==> src/inc/flash_ctl_pkg.sv <==
// shared constants of the on-chip flash program/read controller
// assumes a 250 MHz REF_CLK and an APB register bus with 32-bit words
package flash_ctl_pkg;
  // register byte offsets
  localparam logic [7:0] OFF_CTRL = 8'h00;
  localparam logic [7:0] OFF_PAGE = 8'h04;
  localparam logic [7:0] OFF_ROW = 8'h08;
  localparam logic [7:0] OFF_COL = 8'h0c;
  localparam logic [7:0] OFF_DATA = 8'h10;
  localparam logic [7:0] OFF_PROT = 8'h14;
  localparam logic [7:0] OFF_PGCTL = 8'h18;
  localparam logic [7:0] OFF_STATUS = 8'h1c;
  // field positions
  localparam int CTRL_EN_BIT = 0;
  localparam int CTRL_WS_LSB = 1;
  localparam int PAGE_INFO_BIT = 7;
  localparam int PGCTL_ROW_BIT = 0;
  localparam int STAT_BUSY_BIT = 0;
  localparam int STAT_TMO_BIT = 1;
  localparam int STAT_ROW_BIT = 2;
  localparam int STAT_WP_BIT = 3;
  // array geometry: 128 pages x 8 rows x 256 bytes
  localparam int PAGES = 128;
  localparam int ROW_BYTES = 256;
  localparam int ADDR_W = 18;
  localparam int BLOCK_LSB = 15;
  localparam logic [7:0] LAST_COL = 8'hff;
  // reset values
  localparam logic CTRL_EN_RST = 1'b1;
  localparam logic [2:0] CTRL_WS_RST = 3'h4;
  localparam logic [7:0] PROT_RST = 8'h00;
  // timing
  localparam int CLK_MHZ = 250;
  localparam int SINGLE_PROG_US = 66;
  localparam int ROW_BYTE_US = 41;
  localparam int ROW_LIMIT_MS = 31;
  localparam int SINGLE_PROG_CYC = SINGLE_PROG_US * CLK_MHZ;
  localparam int ROW_BYTE_CYC = ROW_BYTE_US * CLK_MHZ;
  localparam int ROW_LIMIT_CYC = ROW_LIMIT_MS * 1000 * CLK_MHZ;
  localparam int BYTE_CNT_W = 16;
  localparam int ROW_CNT_W = 23;
  // program engine states and request sources
  typedef enum logic [1:0]
  {
    P_IDLE = 2'b00,
    P_BYTE = 2'b01,
    P_ROWWAIT = 2'b10
  } prog_t;
  typedef enum logic [1:0]
  {
    SRC_NONE = 2'b00,
    SRC_IO = 2'b01,
    SRC_MEM = 2'b10
  } src_t;
endpackage

==> src/hdl/nv_flash_controller.sv <==
// flash sequencer: APB register/indexed port, memory port, array port
// assumes the array answers reads within the programmed wait count
// and that the memory master holds MEM_REQ until MEM_DONE
//
// Contract
// - main array is 128 pages of 8 rows of 256 bytes, indexed
// - separate 512-byte information area of two rows
// - eight 32 KB blocks; writes to protected blocks refused
// - write-protect pin protects lowest block from programming
// - every array read waits the programmed wait-state count
// - memory port reaches main array only; info via data port
// - data port read returns byte at page, row, column index
// - every data port access advances the index by one
// - data port single byte write stalls until programming ends
// - memory write programs one byte, stalling until done
// - memory writes are always single-byte; row mode only via data port
// - row mode starts when row_program_enable is set
// - row mode keeps high voltage on until last column programmed
// - each row mode byte stalls the writer until programmed
// - row time-out aborts the row and sets the time-out flag
// - non-conflicting reads continue while a row is programmed
`timescale 1ns/1ps
`default_nettype none
module nv_flash_controller
  import flash_ctl_pkg::*;
#(
  parameter int SINGLE_CYC = SINGLE_PROG_CYC,
  parameter int ROW_CYC = ROW_BYTE_CYC,
  parameter int ROW_LIMIT = ROW_LIMIT_CYC
)
(
  input wire logic REF_CLK,
  input wire logic RESET,
  input wire logic CE,
  input wire logic PSEL,
  input wire logic PENABLE,
  input wire logic PWRITE,
  input wire logic [7:0] PADDR,
  input wire logic [31:0] PWDATA,
  output logic [31:0] PRDATA,
  output logic PREADY,
  output logic PSLVERR,
  input wire logic WP_N,
  input wire logic MEM_REQ,
  input wire logic MEM_WE,
  input wire logic [17:0] MEM_ADDR,
  input wire logic [7:0] MEM_WDATA,
  output logic [7:0] MEM_RDATA,
  output logic MEM_DONE,
  output logic ARR_RD,
  output logic [17:0] ARR_RADDR,
  output logic ARR_RINFO,
  input wire logic [7:0] ARR_RDATA,
  output logic ARR_PROG,
  output logic ARR_HV,
  output logic [17:0] ARR_PADDR,
  output logic ARR_PINFO,
  output logic [7:0] ARR_WDATA
);
  typedef struct packed {
    logic wp1;
    logic wp2;
    logic mem_en;
    logic [2:0] ws;
    logic info_en;
    logic [ADDR_W-1:0] idx;
    logic [7:0] prot;
    logic row_en;
    logic timeout;
    logic pready;
    logic pslverr;
    logic [31:0] prdata;
    logic mem_done;
    logic [7:0] mem_rdata;
    src_t rd_src;
    logic [2:0] rd_cnt;
    logic arr_rd;
    logic [ADDR_W-1:0] raddr;
    logic rinfo;
    prog_t ps;
    src_t prog_src;
    logic prow;
    logic [BYTE_CNT_W-1:0] byte_cnt;
    logic [ROW_CNT_W-1:0] row_cnt;
    logic arr_prog;
    logic hv;
    logic [ADDR_W-1:0] paddr;
    logic pinfo;
    logic [7:0] pdata;
  } state_t;

  localparam state_t ST_RST = '{mem_en: CTRL_EN_RST, ws: CTRL_WS_RST,
    prot: PROT_RST, rd_src: SRC_NONE, ps: P_IDLE, prog_src: SRC_NONE,
    default: '0};

  state_t st;
  state_t next_st;

  function automatic logic [ADDR_W-1:0] index_step(
    input logic [ADDR_W-1:0] i);
    // one adder: column carries into row, row into page
    return i + 18'h1;
  endfunction

  function automatic logic [ADDR_W-1:0] index_addr(
    input logic [ADDR_W-1:0] i, input logic info);
    // info area: low row bit picks one of two 256-byte rows
    return info ? {9'h000, i[8], i[7:0]} : i;
  endfunction

  function automatic logic block_locked(
    input logic [ADDR_W-1:0] a, input logic info,
    input logic [7:0] prot, input logic wp);
    logic [2:0] blk;
    blk = a[ADDR_W-1:BLOCK_LSB];
    // info rows are outside the block scheme
    return !info && (prot[blk] || (wp && blk == 3'h0));
  endfunction

  logic wp_on;
  logic apb_acc;
  logic is_data;
  logic mem_acc;
  logic row_expire;
  logic mem_rd_go;
  logic mem_wr_go;
  logic conflict_mem;
  logic conflict_io;

  always_comb
  begin
    next_st = st;
    next_st.wp1 = WP_N;
    next_st.wp2 = st.wp1;
    next_st.pready = 1'b0;
    next_st.pslverr = 1'b0;
    next_st.mem_done = 1'b0;
    wp_on = !st.wp2;
    apb_acc = PSEL && PENABLE && !st.pready;
    is_data = PADDR == OFF_DATA;
    mem_acc = MEM_REQ && !st.mem_done;
    row_expire = st.prow && st.ps != P_IDLE &&
      st.row_cnt >= ROW_CNT_W'(ROW_LIMIT - 1);
    // reads of the row under programming must wait for it
    conflict_mem = st.ps != P_IDLE && !st.pinfo &&
      MEM_ADDR[17:8] == st.paddr[17:8];
    conflict_io = st.ps != P_IDLE && st.info_en == st.pinfo &&
      index_addr(st.idx, st.info_en) >> 8 == st.paddr >> 8;
    mem_rd_go = mem_acc && st.mem_en && !MEM_WE &&
      st.rd_src == SRC_NONE && !conflict_mem;
    mem_wr_go = mem_acc && st.mem_en && MEM_WE && st.ps == P_IDLE &&
      !block_locked(MEM_ADDR, 1'b0, st.prot, wp_on);

    // plain registers answer on the cycle after the access phase starts
    if (apb_acc && !is_data)
    begin
      next_st.pready = 1'b1;
      next_st.prdata = 32'h0;
      case (PADDR)
        OFF_CTRL:
        begin
          if (PWRITE)
          begin
            next_st.mem_en = PWDATA[CTRL_EN_BIT];
            next_st.ws = PWDATA[CTRL_WS_LSB +: 3];
          end
          next_st.prdata[CTRL_EN_BIT] = st.mem_en;
          next_st.prdata[CTRL_WS_LSB +: 3] = st.ws;
        end
        OFF_PAGE:
        begin
          if (PWRITE)
          begin
            next_st.idx[17:11] = PWDATA[6:0];
            next_st.info_en = PWDATA[PAGE_INFO_BIT];
          end
          next_st.prdata[7:0] = {st.info_en, st.idx[17:11]};
        end
        OFF_ROW:
        begin
          if (PWRITE)
            next_st.idx[10:8] = PWDATA[2:0];
          next_st.prdata[2:0] = st.idx[10:8];
        end
        OFF_COL:
        begin
          if (PWRITE)
            next_st.idx[7:0] = PWDATA[7:0];
          next_st.prdata[7:0] = st.idx[7:0];
        end
        OFF_PROT:
        begin
          if (PWRITE)
            next_st.prot = PWDATA[7:0];
          next_st.prdata[7:0] = st.prot;
        end
        OFF_PGCTL:
        begin
          if (PWRITE)
            next_st.row_en = PWDATA[PGCTL_ROW_BIT];
          next_st.prdata[PGCTL_ROW_BIT] = st.row_en;
        end
        OFF_STATUS:
        begin
          if (PWRITE && PWDATA[STAT_TMO_BIT])
            next_st.timeout = 1'b0;
          next_st.prdata[STAT_BUSY_BIT] = st.ps != P_IDLE;
          next_st.prdata[STAT_TMO_BIT] = st.timeout;
          next_st.prdata[STAT_ROW_BIT] = st.prow;
          next_st.prdata[STAT_WP_BIT] = wp_on;
        end
        default:
          next_st.pslverr = 1'b1;
      endcase
    end

    // read engine: array read strobe held for ws+1 cycles
    if (st.rd_src != SRC_NONE)
    begin
      if (st.rd_cnt == 3'h0)
      begin
        next_st.arr_rd = 1'b0;
        next_st.rd_src = SRC_NONE;
        if (st.rd_src == SRC_IO)
        begin
          next_st.pready = 1'b1;
          next_st.prdata = {24'h0, ARR_RDATA};
          next_st.idx = index_step(st.idx);
        end
        else
        begin
          next_st.mem_done = 1'b1;
          next_st.mem_rdata = ARR_RDATA;
        end
      end
      else
        next_st.rd_cnt = st.rd_cnt - 3'h1;
    end
    else if (mem_rd_go)
    begin
      next_st.rd_src = SRC_MEM;
      next_st.rd_cnt = st.ws;
      next_st.arr_rd = 1'b1;
      next_st.raddr = MEM_ADDR;
      next_st.rinfo = 1'b0;
    end
    else if (apb_acc && is_data && !PWRITE && !conflict_io)
    begin
      next_st.rd_src = SRC_IO;
      next_st.rd_cnt = st.ws;
      next_st.arr_rd = 1'b1;
      next_st.raddr = index_addr(st.idx, st.info_en);
      next_st.rinfo = st.info_en;
    end

    // memory port: disabled space answers at once, data reads zero
    if (mem_acc && !st.mem_en)
    begin
      next_st.mem_done = 1'b1;
      next_st.mem_rdata = 8'h00;
    end
    else if (mem_acc && MEM_WE &&
      block_locked(MEM_ADDR, 1'b0, st.prot, wp_on))
      next_st.mem_done = 1'b1;

    // program engine
    if (st.ps == P_BYTE && st.byte_cnt != '0)
      next_st.byte_cnt = st.byte_cnt - BYTE_CNT_W'(1);
    if (st.prow && st.ps != P_IDLE)
      next_st.row_cnt = st.row_cnt + ROW_CNT_W'(1);
    if (row_expire)
    begin
      // abort the row; a byte in flight still releases its writer
      next_st.ps = P_IDLE;
      next_st.hv = 1'b0;
      next_st.arr_prog = 1'b0;
      next_st.prow = 1'b0;
      next_st.row_en = 1'b0;
      next_st.timeout = 1'b1;
      if (st.ps == P_BYTE)
      begin
        next_st.pready = 1'b1;
        next_st.prdata = 32'h0;
        next_st.idx = index_step(st.idx);
      end
    end
    else if (st.ps == P_BYTE && st.byte_cnt == '0)
    begin
      next_st.arr_prog = 1'b0;
      if (st.prog_src == SRC_IO)
      begin
        next_st.pready = 1'b1;
        next_st.prdata = 32'h0;
        next_st.idx = index_step(st.idx);
      end
      else
        next_st.mem_done = 1'b1;
      if (st.prow && st.paddr[7:0] != LAST_COL)
        next_st.ps = P_ROWWAIT;
      else
      begin
        next_st.ps = P_IDLE;
        next_st.hv = 1'b0;
        next_st.prow = 1'b0;
        if (st.prow)
          next_st.row_en = 1'b0;
      end
    end
    else if (st.ps == P_ROWWAIT && !st.row_en)
    begin
      // software dropped row mode mid-row
      next_st.ps = P_IDLE;
      next_st.hv = 1'b0;
      next_st.prow = 1'b0;
    end

    // starting a byte: memory writer first, always single-byte
    if (!row_expire && mem_wr_go)
    begin
      next_st.ps = P_BYTE;
      next_st.prog_src = SRC_MEM;
      next_st.prow = 1'b0;
      next_st.byte_cnt = BYTE_CNT_W'(SINGLE_CYC - 1);
      next_st.arr_prog = 1'b1;
      next_st.hv = 1'b1;
      next_st.paddr = MEM_ADDR;
      next_st.pinfo = 1'b0;
      next_st.pdata = MEM_WDATA;
    end
    else if (apb_acc && is_data && PWRITE)
    begin
      if (block_locked(st.idx, st.info_en, st.prot, wp_on))
      begin
        next_st.pready = 1'b1;
        next_st.prdata = 32'h0;
        next_st.idx = index_step(st.idx);
      end
      else if (!row_expire && (st.ps == P_IDLE ||
        (st.ps == P_ROWWAIT && st.row_en)))
      begin
        next_st.ps = P_BYTE;
        next_st.prog_src = SRC_IO;
        next_st.prow = st.row_en;
        if (st.ps == P_IDLE)
          next_st.row_cnt = '0;
        next_st.byte_cnt = st.row_en ? BYTE_CNT_W'(ROW_CYC - 1) :
          BYTE_CNT_W'(SINGLE_CYC - 1);
        next_st.arr_prog = 1'b1;
        next_st.hv = 1'b1;
        next_st.paddr = index_addr(st.idx, st.info_en);
        next_st.pinfo = st.info_en;
        next_st.pdata = PWDATA[7:0];
      end
    end
  end

  always_ff @(posedge REF_CLK)
  begin
    if (RESET)
      st <= ST_RST;
    else if (CE)
      st <= next_st;
  end

  assign PRDATA = st.prdata;
  assign PREADY = st.pready;
  assign PSLVERR = st.pslverr;
  assign MEM_RDATA = st.mem_rdata;
  assign MEM_DONE = st.mem_done;
  assign ARR_RD = st.arr_rd;
  assign ARR_RADDR = st.raddr;
  assign ARR_RINFO = st.rinfo;
  assign ARR_PROG = st.arr_prog;
  assign ARR_HV = st.hv;
  assign ARR_PADDR = st.paddr;
  assign ARR_PINFO = st.pinfo;
  assign ARR_WDATA = st.pdata;
endmodule
`default_nettype wire

==> config.mk <==
export PLATFORM = sky130hd
export DESIGN_NAME = nv_flash_controller
export DESIGN_NICKNAME = d
export VERILOG_FILES = /design/src/inc/flash_ctl_pkg.sv /design/src/hdl/nv_flash_controller.sv
export SDC_FILE = /design/constraint.sdc
export NUM_CORES = 1
export LEC_CHECK = 0
export BUFFER_PORTS_ARGS = -buffer_cell sky130_fd_sc_hd__clkbuf_2
export CORE_MARGIN = 1
export CORE_UTILIZATION = 45
export CTS_CLUSTER_DIAMETER = 120
export CTS_CLUSTER_SIZE = 25
export DETAILED_ROUTE_END_ITERATION = 16
export MAX_ROUTING_LAYER = met4
export PLACE_DENSITY = 0.74
export SLEW_MARGIN = 20
export SYNTH_ARGS = -nofsm -noshare
export SYNTH_HDL_FRONTEND = slang
export SYNTH_SLANG_ARGS = --single-unit
==> constraint.sdc <==
create_clock -name REF_CLK -period 3.2 [get_ports REF_CLK]
set_input_delay 0.16 -clock REF_CLK [delete_from_list [all_inputs] [get_ports REF_CLK]]
set_output_delay 0.16 -clock REF_CLK [all_outputs]
set_load 0.05 [all_outputs]
# Word-level counts from Yosys, hierarchy flattened

Index checks and enable logic that the tools add are counted.

$add $sub $neg: 4
$lt $le $gt $ge: 3
Eq/ne operators: 19
Mux-type cells: 93
Bitwise gates (word level): 1
Reductions and logical operators: 81

Operator list:

| cell                                                | number |
|---|---|
| two-way mux 32 bit                                  | 7 |
| two-way mux 73 bit                                  | 3 |
| two-way mux 18 bit                                  | 11 |
| two-way mux 43 bit                                  | 2 |
| two-way mux 23 bit                                  | 3 |
| two-way mux 62 bit                                  | 1 |
| two-way mux 25 bit                                  | 2 |
| two-way mux 41 bit                                  | 1 |
| two-way mux 8 bit                                   | 5 |
| logical AND 1 bit                                   | 35 |
| two-way mux 1 bit                                   | 35 |
| two-way mux 33 bit                                  | 1 |
| equality test 8 x 5 -> 1 bit, second input constant | 4 |
| two-way mux 29 bit                                  | 1 |
| AND reduction 4 bit                                 | 6 |
| adder 23 x 1 -> 23 bit, second input constant       | 1 |
| >= comparator 23 bit, second input constant         | 1 |
| two-way mux 21 bit                                  | 1 |
| equality test 10 bit                                | 2 |
| nonzero test 2 bit                                  | 10 |
| adder 18 x 1 -> 18 bit, second input constant       | 1 |
| equality test 8 x 4 -> 1 bit, second input constant | 2 |
| logical NOT 16 bit                                  | 1 |
| two-way mux 16 bit                                  | 1 |
| other kinds (31)                                    | 64 |

Bits in registers: 176

# Logic depth before layout (Yosys ltp)

Depth in word-level cells: 16
Gate-level depth with buffers: 11

# Worst setup path before layout

OpenSTA, ideal clock, no wires.

Path kind: register -> register
From: register st[93] (netlist bit)
To: register st[168] (netlist bit)
Library setup time: 0.118 ns
Data arrival time: 2.308 ns
Slack: 0.774 ns
Cell stages (with the launch flop): 12
Path buffers: 2
Period minus slack after synthesis: 2.426 ns
Path through: dfxtp_1 > inv_1 > ha_1 > nor2b_1 > and3b_1 > clkbuf_1 > a31oi_1 > o21a_2 > nand2_1 > buf_2 > a21o_1 > o2111a_1

Word-level cells in the longest chain between the ends: 9

RTL lines:

| what                   | line                       | RTL |
|---|---|---|
| from (decl)            | nv_flash_controller.sv:96  | `state_t st;` |
| from (signal assigned) | nv_flash_controller.sv:362 | `st <= next_st;` |
| logical NOT 3 bit *    | nv_flash_controller.sv:220 | `if (st.rd_cnt == 3'h0)` |
| two-way mux 18 bit *   | nv_flash_controller.sv:220 |  |
| two-way mux 18 bit *   | nv_flash_controller.sv:218 | `if (st.rd_src != SRC_NONE)` |
| two-way mux 18 bit     | nv_flash_controller.sv:290 | `if (st.prog_src == SRC_IO)` |
| two-way mux 18 bit     | nv_flash_controller.sv:287 | `else if (st.ps == P_BYTE && st.byte_cnt == '0)` |
| two-way mux 18 bit *   | nv_flash_controller.sv:271 | `if (row_expire)` |
| two-way mux 18 bit     | nv_flash_controller.sv:332 | `if (block_locked(st.idx, st.info_en, st.prot, wp_on))` |
| two-way mux 18 bit     | nv_flash_controller.sv:330 | `else if (apb_acc && is_data && PWRITE)` |
| two-way mux 18 bit *   | nv_flash_controller.sv:318 | `if (!row_expire && mem_wr_go)` |

Every way passes the cells marked *; elsewhere a longest branch is shown, timed or not.
A chain may end at the register's enable or synchronous reset.

# Worst setup path in the final report

From: register st[167] (netlist bit)
To: register st, in the netlist ARR_WDATA[0]

Word-level cells in the longest chain between the ends: 6

RTL lines:

| what                                                                                | line                       | RTL |
|---|---|---|
| binary-select mux 1 bit (select 3 bit) / logical NOT 3 bit (equally long branches)  | nv_flash_controller.sv:117 | `return !info && (prot[blk] \|\| (wp && blk == 3'h0));` |
| two-way mux 1 bit (not written as such) / logical AND 1 bit (equally long branches) | nv_flash_controller.sv:117 |  |
| logical OR 1 bit *                                                                  | nv_flash_controller.sv:117 |  |
| logical AND 1 bit *                                                                 | nv_flash_controller.sv:117 |  |
| != test 2 bit (no line) *                                                           | -                          |  |
| AND reduction 4 bit (no line) *                                                     | -                          |  |

Every way passes the cells marked *; elsewhere a longest branch is shown, timed or not. The select of a mux whose other input is x is not followed.

==> parameters.txt <==
Parameter                              Value

Status
  Outcome    finished, violations left
  Violated checks    hold timing

Routing
  Number of search-and-repair iterations in the first detailed-routing pass    6
  Detailed-route DRC error count    0
  Routed WL per cell    18.34 microns
  Total vias in the final route    9,142
  Final antenna-violating net count    0
  DRC marker count from the first detailed-route iteration    934
  Drt via density    5.952
  Sum of routed wire length over all layers    28,170 microns

Worst setup path
  Endpoint class of the critical path    register
  Crit Path Max Fanout    14
  CP Data Arrival Time    3.32 ns
  Startpoint class of the critical path    register
  Launch instance of the worst register-to-register path    st[167]$_SDFFE_PP0P_
  Reg-to-reg setup timing slack    0.24 ns
  Largest delay share family, worst path    compound AO/OA/AOI/OAI gates
  Required time at the worst-slack endpoint    3.56 ns
  Critical path buffer and inverter count    1
  Max stage delay on crit path    0.58 ns
  Cell occurring most often along the worst timing path    a21oi_1
  Depth of the most critical reg-to-reg path    8
  Crit path cell chain    mux2_1 > a222oi_1 > a21oi_1 > or2_4 > a211oi_4 > buf_4 > o221ai_1 > a21oi_1
  Cell with the largest stage delay on the worst path    dfxtp_1
  Worst Path Class, Setup    reg2reg
  End of the worst register-to-register path    ARR_WDATA[0]$_SDFFE_PP0P_

Clock network
  Number of clock sinks    176
  Number of buffers inserted during clock tree synthesis    17
  Insertion delay of the later-clocked pin in the worst-skew pair    0.44 ns
  H-tree depth reported by CTS    4
  CTS tree    built
  Buffer cell driving the clock tree root    clkbuf_16
  Number of buffers between clock root and the deepest sink    2
  Clock Pin Slew Worst Setup and Hold Paths    0.07 ns

Power
  Lkg Pwr    4.157 nW
  Power density over the cells    471.7 nW/um^2
  Worst ir drop on vdd    0.3075 mV

Logic synthesis
  Yosys warning count    0
  Multiplexer share of the synthesized area    4.604%
  Post-synthesis compound-gate area fraction    19.50%
  Post-synthesis instance total    1,192
  Post-synth top flop    dfxtp_1
  Top cell types by occurrence after synthesis    dfxtp_1, nor2_1, nand2_1
  Xor/xnor share of the synthesized area    3.740%
  Leading area contributor after synthesis    dfxtp_1
  Post-synthesis instance area    9837 sq um
  Post-Synth Adder-Cell Area    0.6360%
  Syn nets    1,280
  Flop and latch count out of synthesis    176
  Dominant combinational cell family by area after synthesis    simple AND/OR/NAND/NOR gates
  Number of different library cells in the post-synthesis netlist    84
  Post-synth EDFFs    0
  Leading cell type by number of instances after synthesis    dfxtp_1
  Sequential share of the synthesized area    35.82%
  Synth area leaders    dfxtp_1, buf_4, nor2_1
  Async set-or-reset flop fraction in the synthesized netlist    0%
  Mean cell area of the mapped netlist    8.252 sq um
  Top-area cell type share of the netlist area    35.82%
  Fraction of the mapped netlist area in simple logic gates    25.30%

STA
  Worst slew slack as a fraction of its limit    52.41%
  Final worst setup slack    0.2448 ns
  Hold violation total from the final report    1
  Max Clock Skew    0.01165 ns
  Hold Slack    -0.001239 ns
  Time the worst path needs with I/O delays and setup    2.955 ns
  Number of setup violations in the final report    0
  Achievable Freq    0.3384 GHz
  Count of final max-slew check failures    0
  Actual transition at the worst max-transition pin    0.7084 ns
  Post-Route Setup TNS    0 ns
  Ratio of final minimum period to clock period    92.35%
  Setup repair after global routing missed its margin    no

Floorplanning
  Die Footprint    22,460 sq um
  Cell row count    53
  Ports    175
  Width of the die    149.9 microns
  Area of the core    21,220 sq um
  Effective utilization at floorplan    46.36%
  Die Span Y    149.9 microns

Global routing
  Largest net degree at the start of global routing    119
  Congestion Overflow GR    0
  Total routing resource utilization after global routing    25.65%
  Global-route wire length before repair    43,870 microns
  Via count of the first global-routing pass    8,241
  Initial antenna violation count    1

Hold path
  Path class of the lowest-slack min-delay path    in2reg
  Hold Crit Start    MEM_ADDR[4]
  Sink of the worst hold path    ARR_RADDR[4]$_SDFFE_PP0P_
  Cell depth of the worst hold path    3

Finish
  Post-layout net count    1,335
  Fraction of layout cells with a size suffix above 1    20.40%
  Number of cells in the finished layout apart from fillers    1,536
  Signed area change from the synthesized netlist to the final layout    11.78%
  Total of fill cells in the finished design    2,011
  Utilization after layout    51.82%

Job
  Maximum Capacitance Violations    0

Placement
  HPWL after detailed placement    20,070 microns
  Global placer's final weighted congestion    0.9898
  Place WS    0.2503 ns
  Number of I/O port buffers    150
  Total instance count after detailed placement    1,497
==> kinds of logic after synthesis <==
group	count (synthesis)
xor+xnor	42
mux	44
flops	176
compound gates	262
simple gates	486
fa+ha+maj	5
buf+inv	177
==> stage by stage <==
step           total power (W)  instance area [sq um]
4_1_cts               0.005218                  10990
5_1_grt               0.005366                  11000
6_report              0.005186                  11000
2_1_floorplan         0.002783                   9837
3_3_place_gp          0.002947                  10300
3_5_place_dp          0.002957                  10300
==> cell type report <==
type | instances | area (sq um) | area share, %
antenna | 1 | 2.502 | 0.02276
clock buffer | 20 | 456.7 | 4.153
clock inverter | 12 | 177.7 | 1.616
inverter | 18 | 67.56 | 0.6145
multi-input combinational | 839 | 5305 | 48.25
sequential | 176 | 3523 | 32.04
tap | 275 | 344.1 | 3.129
timing repair buffer | 195 | 1119 | 10.17
==> worst max path at each step <==
stage                              start  cells after the start  slack (ns)                        end
floorplan            st[93]$_SDFFE_PP0P_                     11        0.77       st[168]$_SDFFE_PP0P_
global placement    st[167]$_SDFFE_PP0P_                      7        0.37  ARR_WDATA[5]$_SDFFE_PP0P_
detailed placement  st[167]$_SDFFE_PP0P_                      6        0.25        st[52]$_SDFFE_PP0P_
CTS                 st[167]$_SDFFE_PP0P_                      6        0.24        st[52]$_SDFFE_PP0P_
global route        st[167]$_SDFFE_PP0P_                      8        0.09  ARR_WDATA[0]$_SDFFE_PP0P_
finish              st[167]$_SDFFE_PP0P_                      8        0.24  ARR_WDATA[0]$_SDFFE_PP0P_
==> routing by layer <==
layer,global-route usage (%),vias up,routed length (microns)
met2,39.61,374,13020
met3,5.274,47,2043
met4,8.838,0,701
met5,-,-,0
met1,33.16,4363,12410
li1,-,4358,-
==> sequential cells by signal (all words and copies together) (netlist names) <==
name / flops
MEM_DONE: 1
ARR_RD: 1
ARR_PINFO: 1
PRDATA: 32
ARR_RADDR: 18
PREADY: 1
ARR_PADDR: 18
next_st: 1
PSLVERR: 1
ARR_RINFO: 1
ARR_HV: 1
ARR_PROG: 1
ARR_WDATA: 8
st: 83
MEM_RDATA: 8
==> placed cells by master (no fill, tap or decap), types with 32 or more instances in the layout <==
cell type  count
a21oi_1       50
buf_4         39
clkbuf_2     149
dfxtp_1      176
mux2i_1       37
nand2_1       90
nand3_1       38
nor2_1       165
nor3_1        32
o21ai_0       39
==> where the power goes <==
group / total (W) / internal [W] / switching, W
Combinational: 0.000630 / 0.000196 / 0.000434
Sequential: 0.00229 / 0.00224 / 0.0000500
Clock: 0.00227 / 0.00136 / 0.000910
Total: 0.00519 / 0.00379 / 0.00139
==> worst register-to-register path, stage by stage, from the launching register on <==
cell      delay, ns
dfxtp_1        0.58
mux2_1         0.37
a222oi_1       0.45
a21oi_1        0.27
or2_4          0.36
a211oi_4       0.25
buf_4          0.28
o221ai_1       0.17
a21oi_1        0.16
==> repair_timing <==
action	4_1_cts	5_1_grt
hold buffers	6	0
setup endpoints to repair	0	1
buffers inserted	0	0
hold endpoints to repair	6	0
resized for setup	0	1
Note: power is estimated with default switching activity, not from simulation.
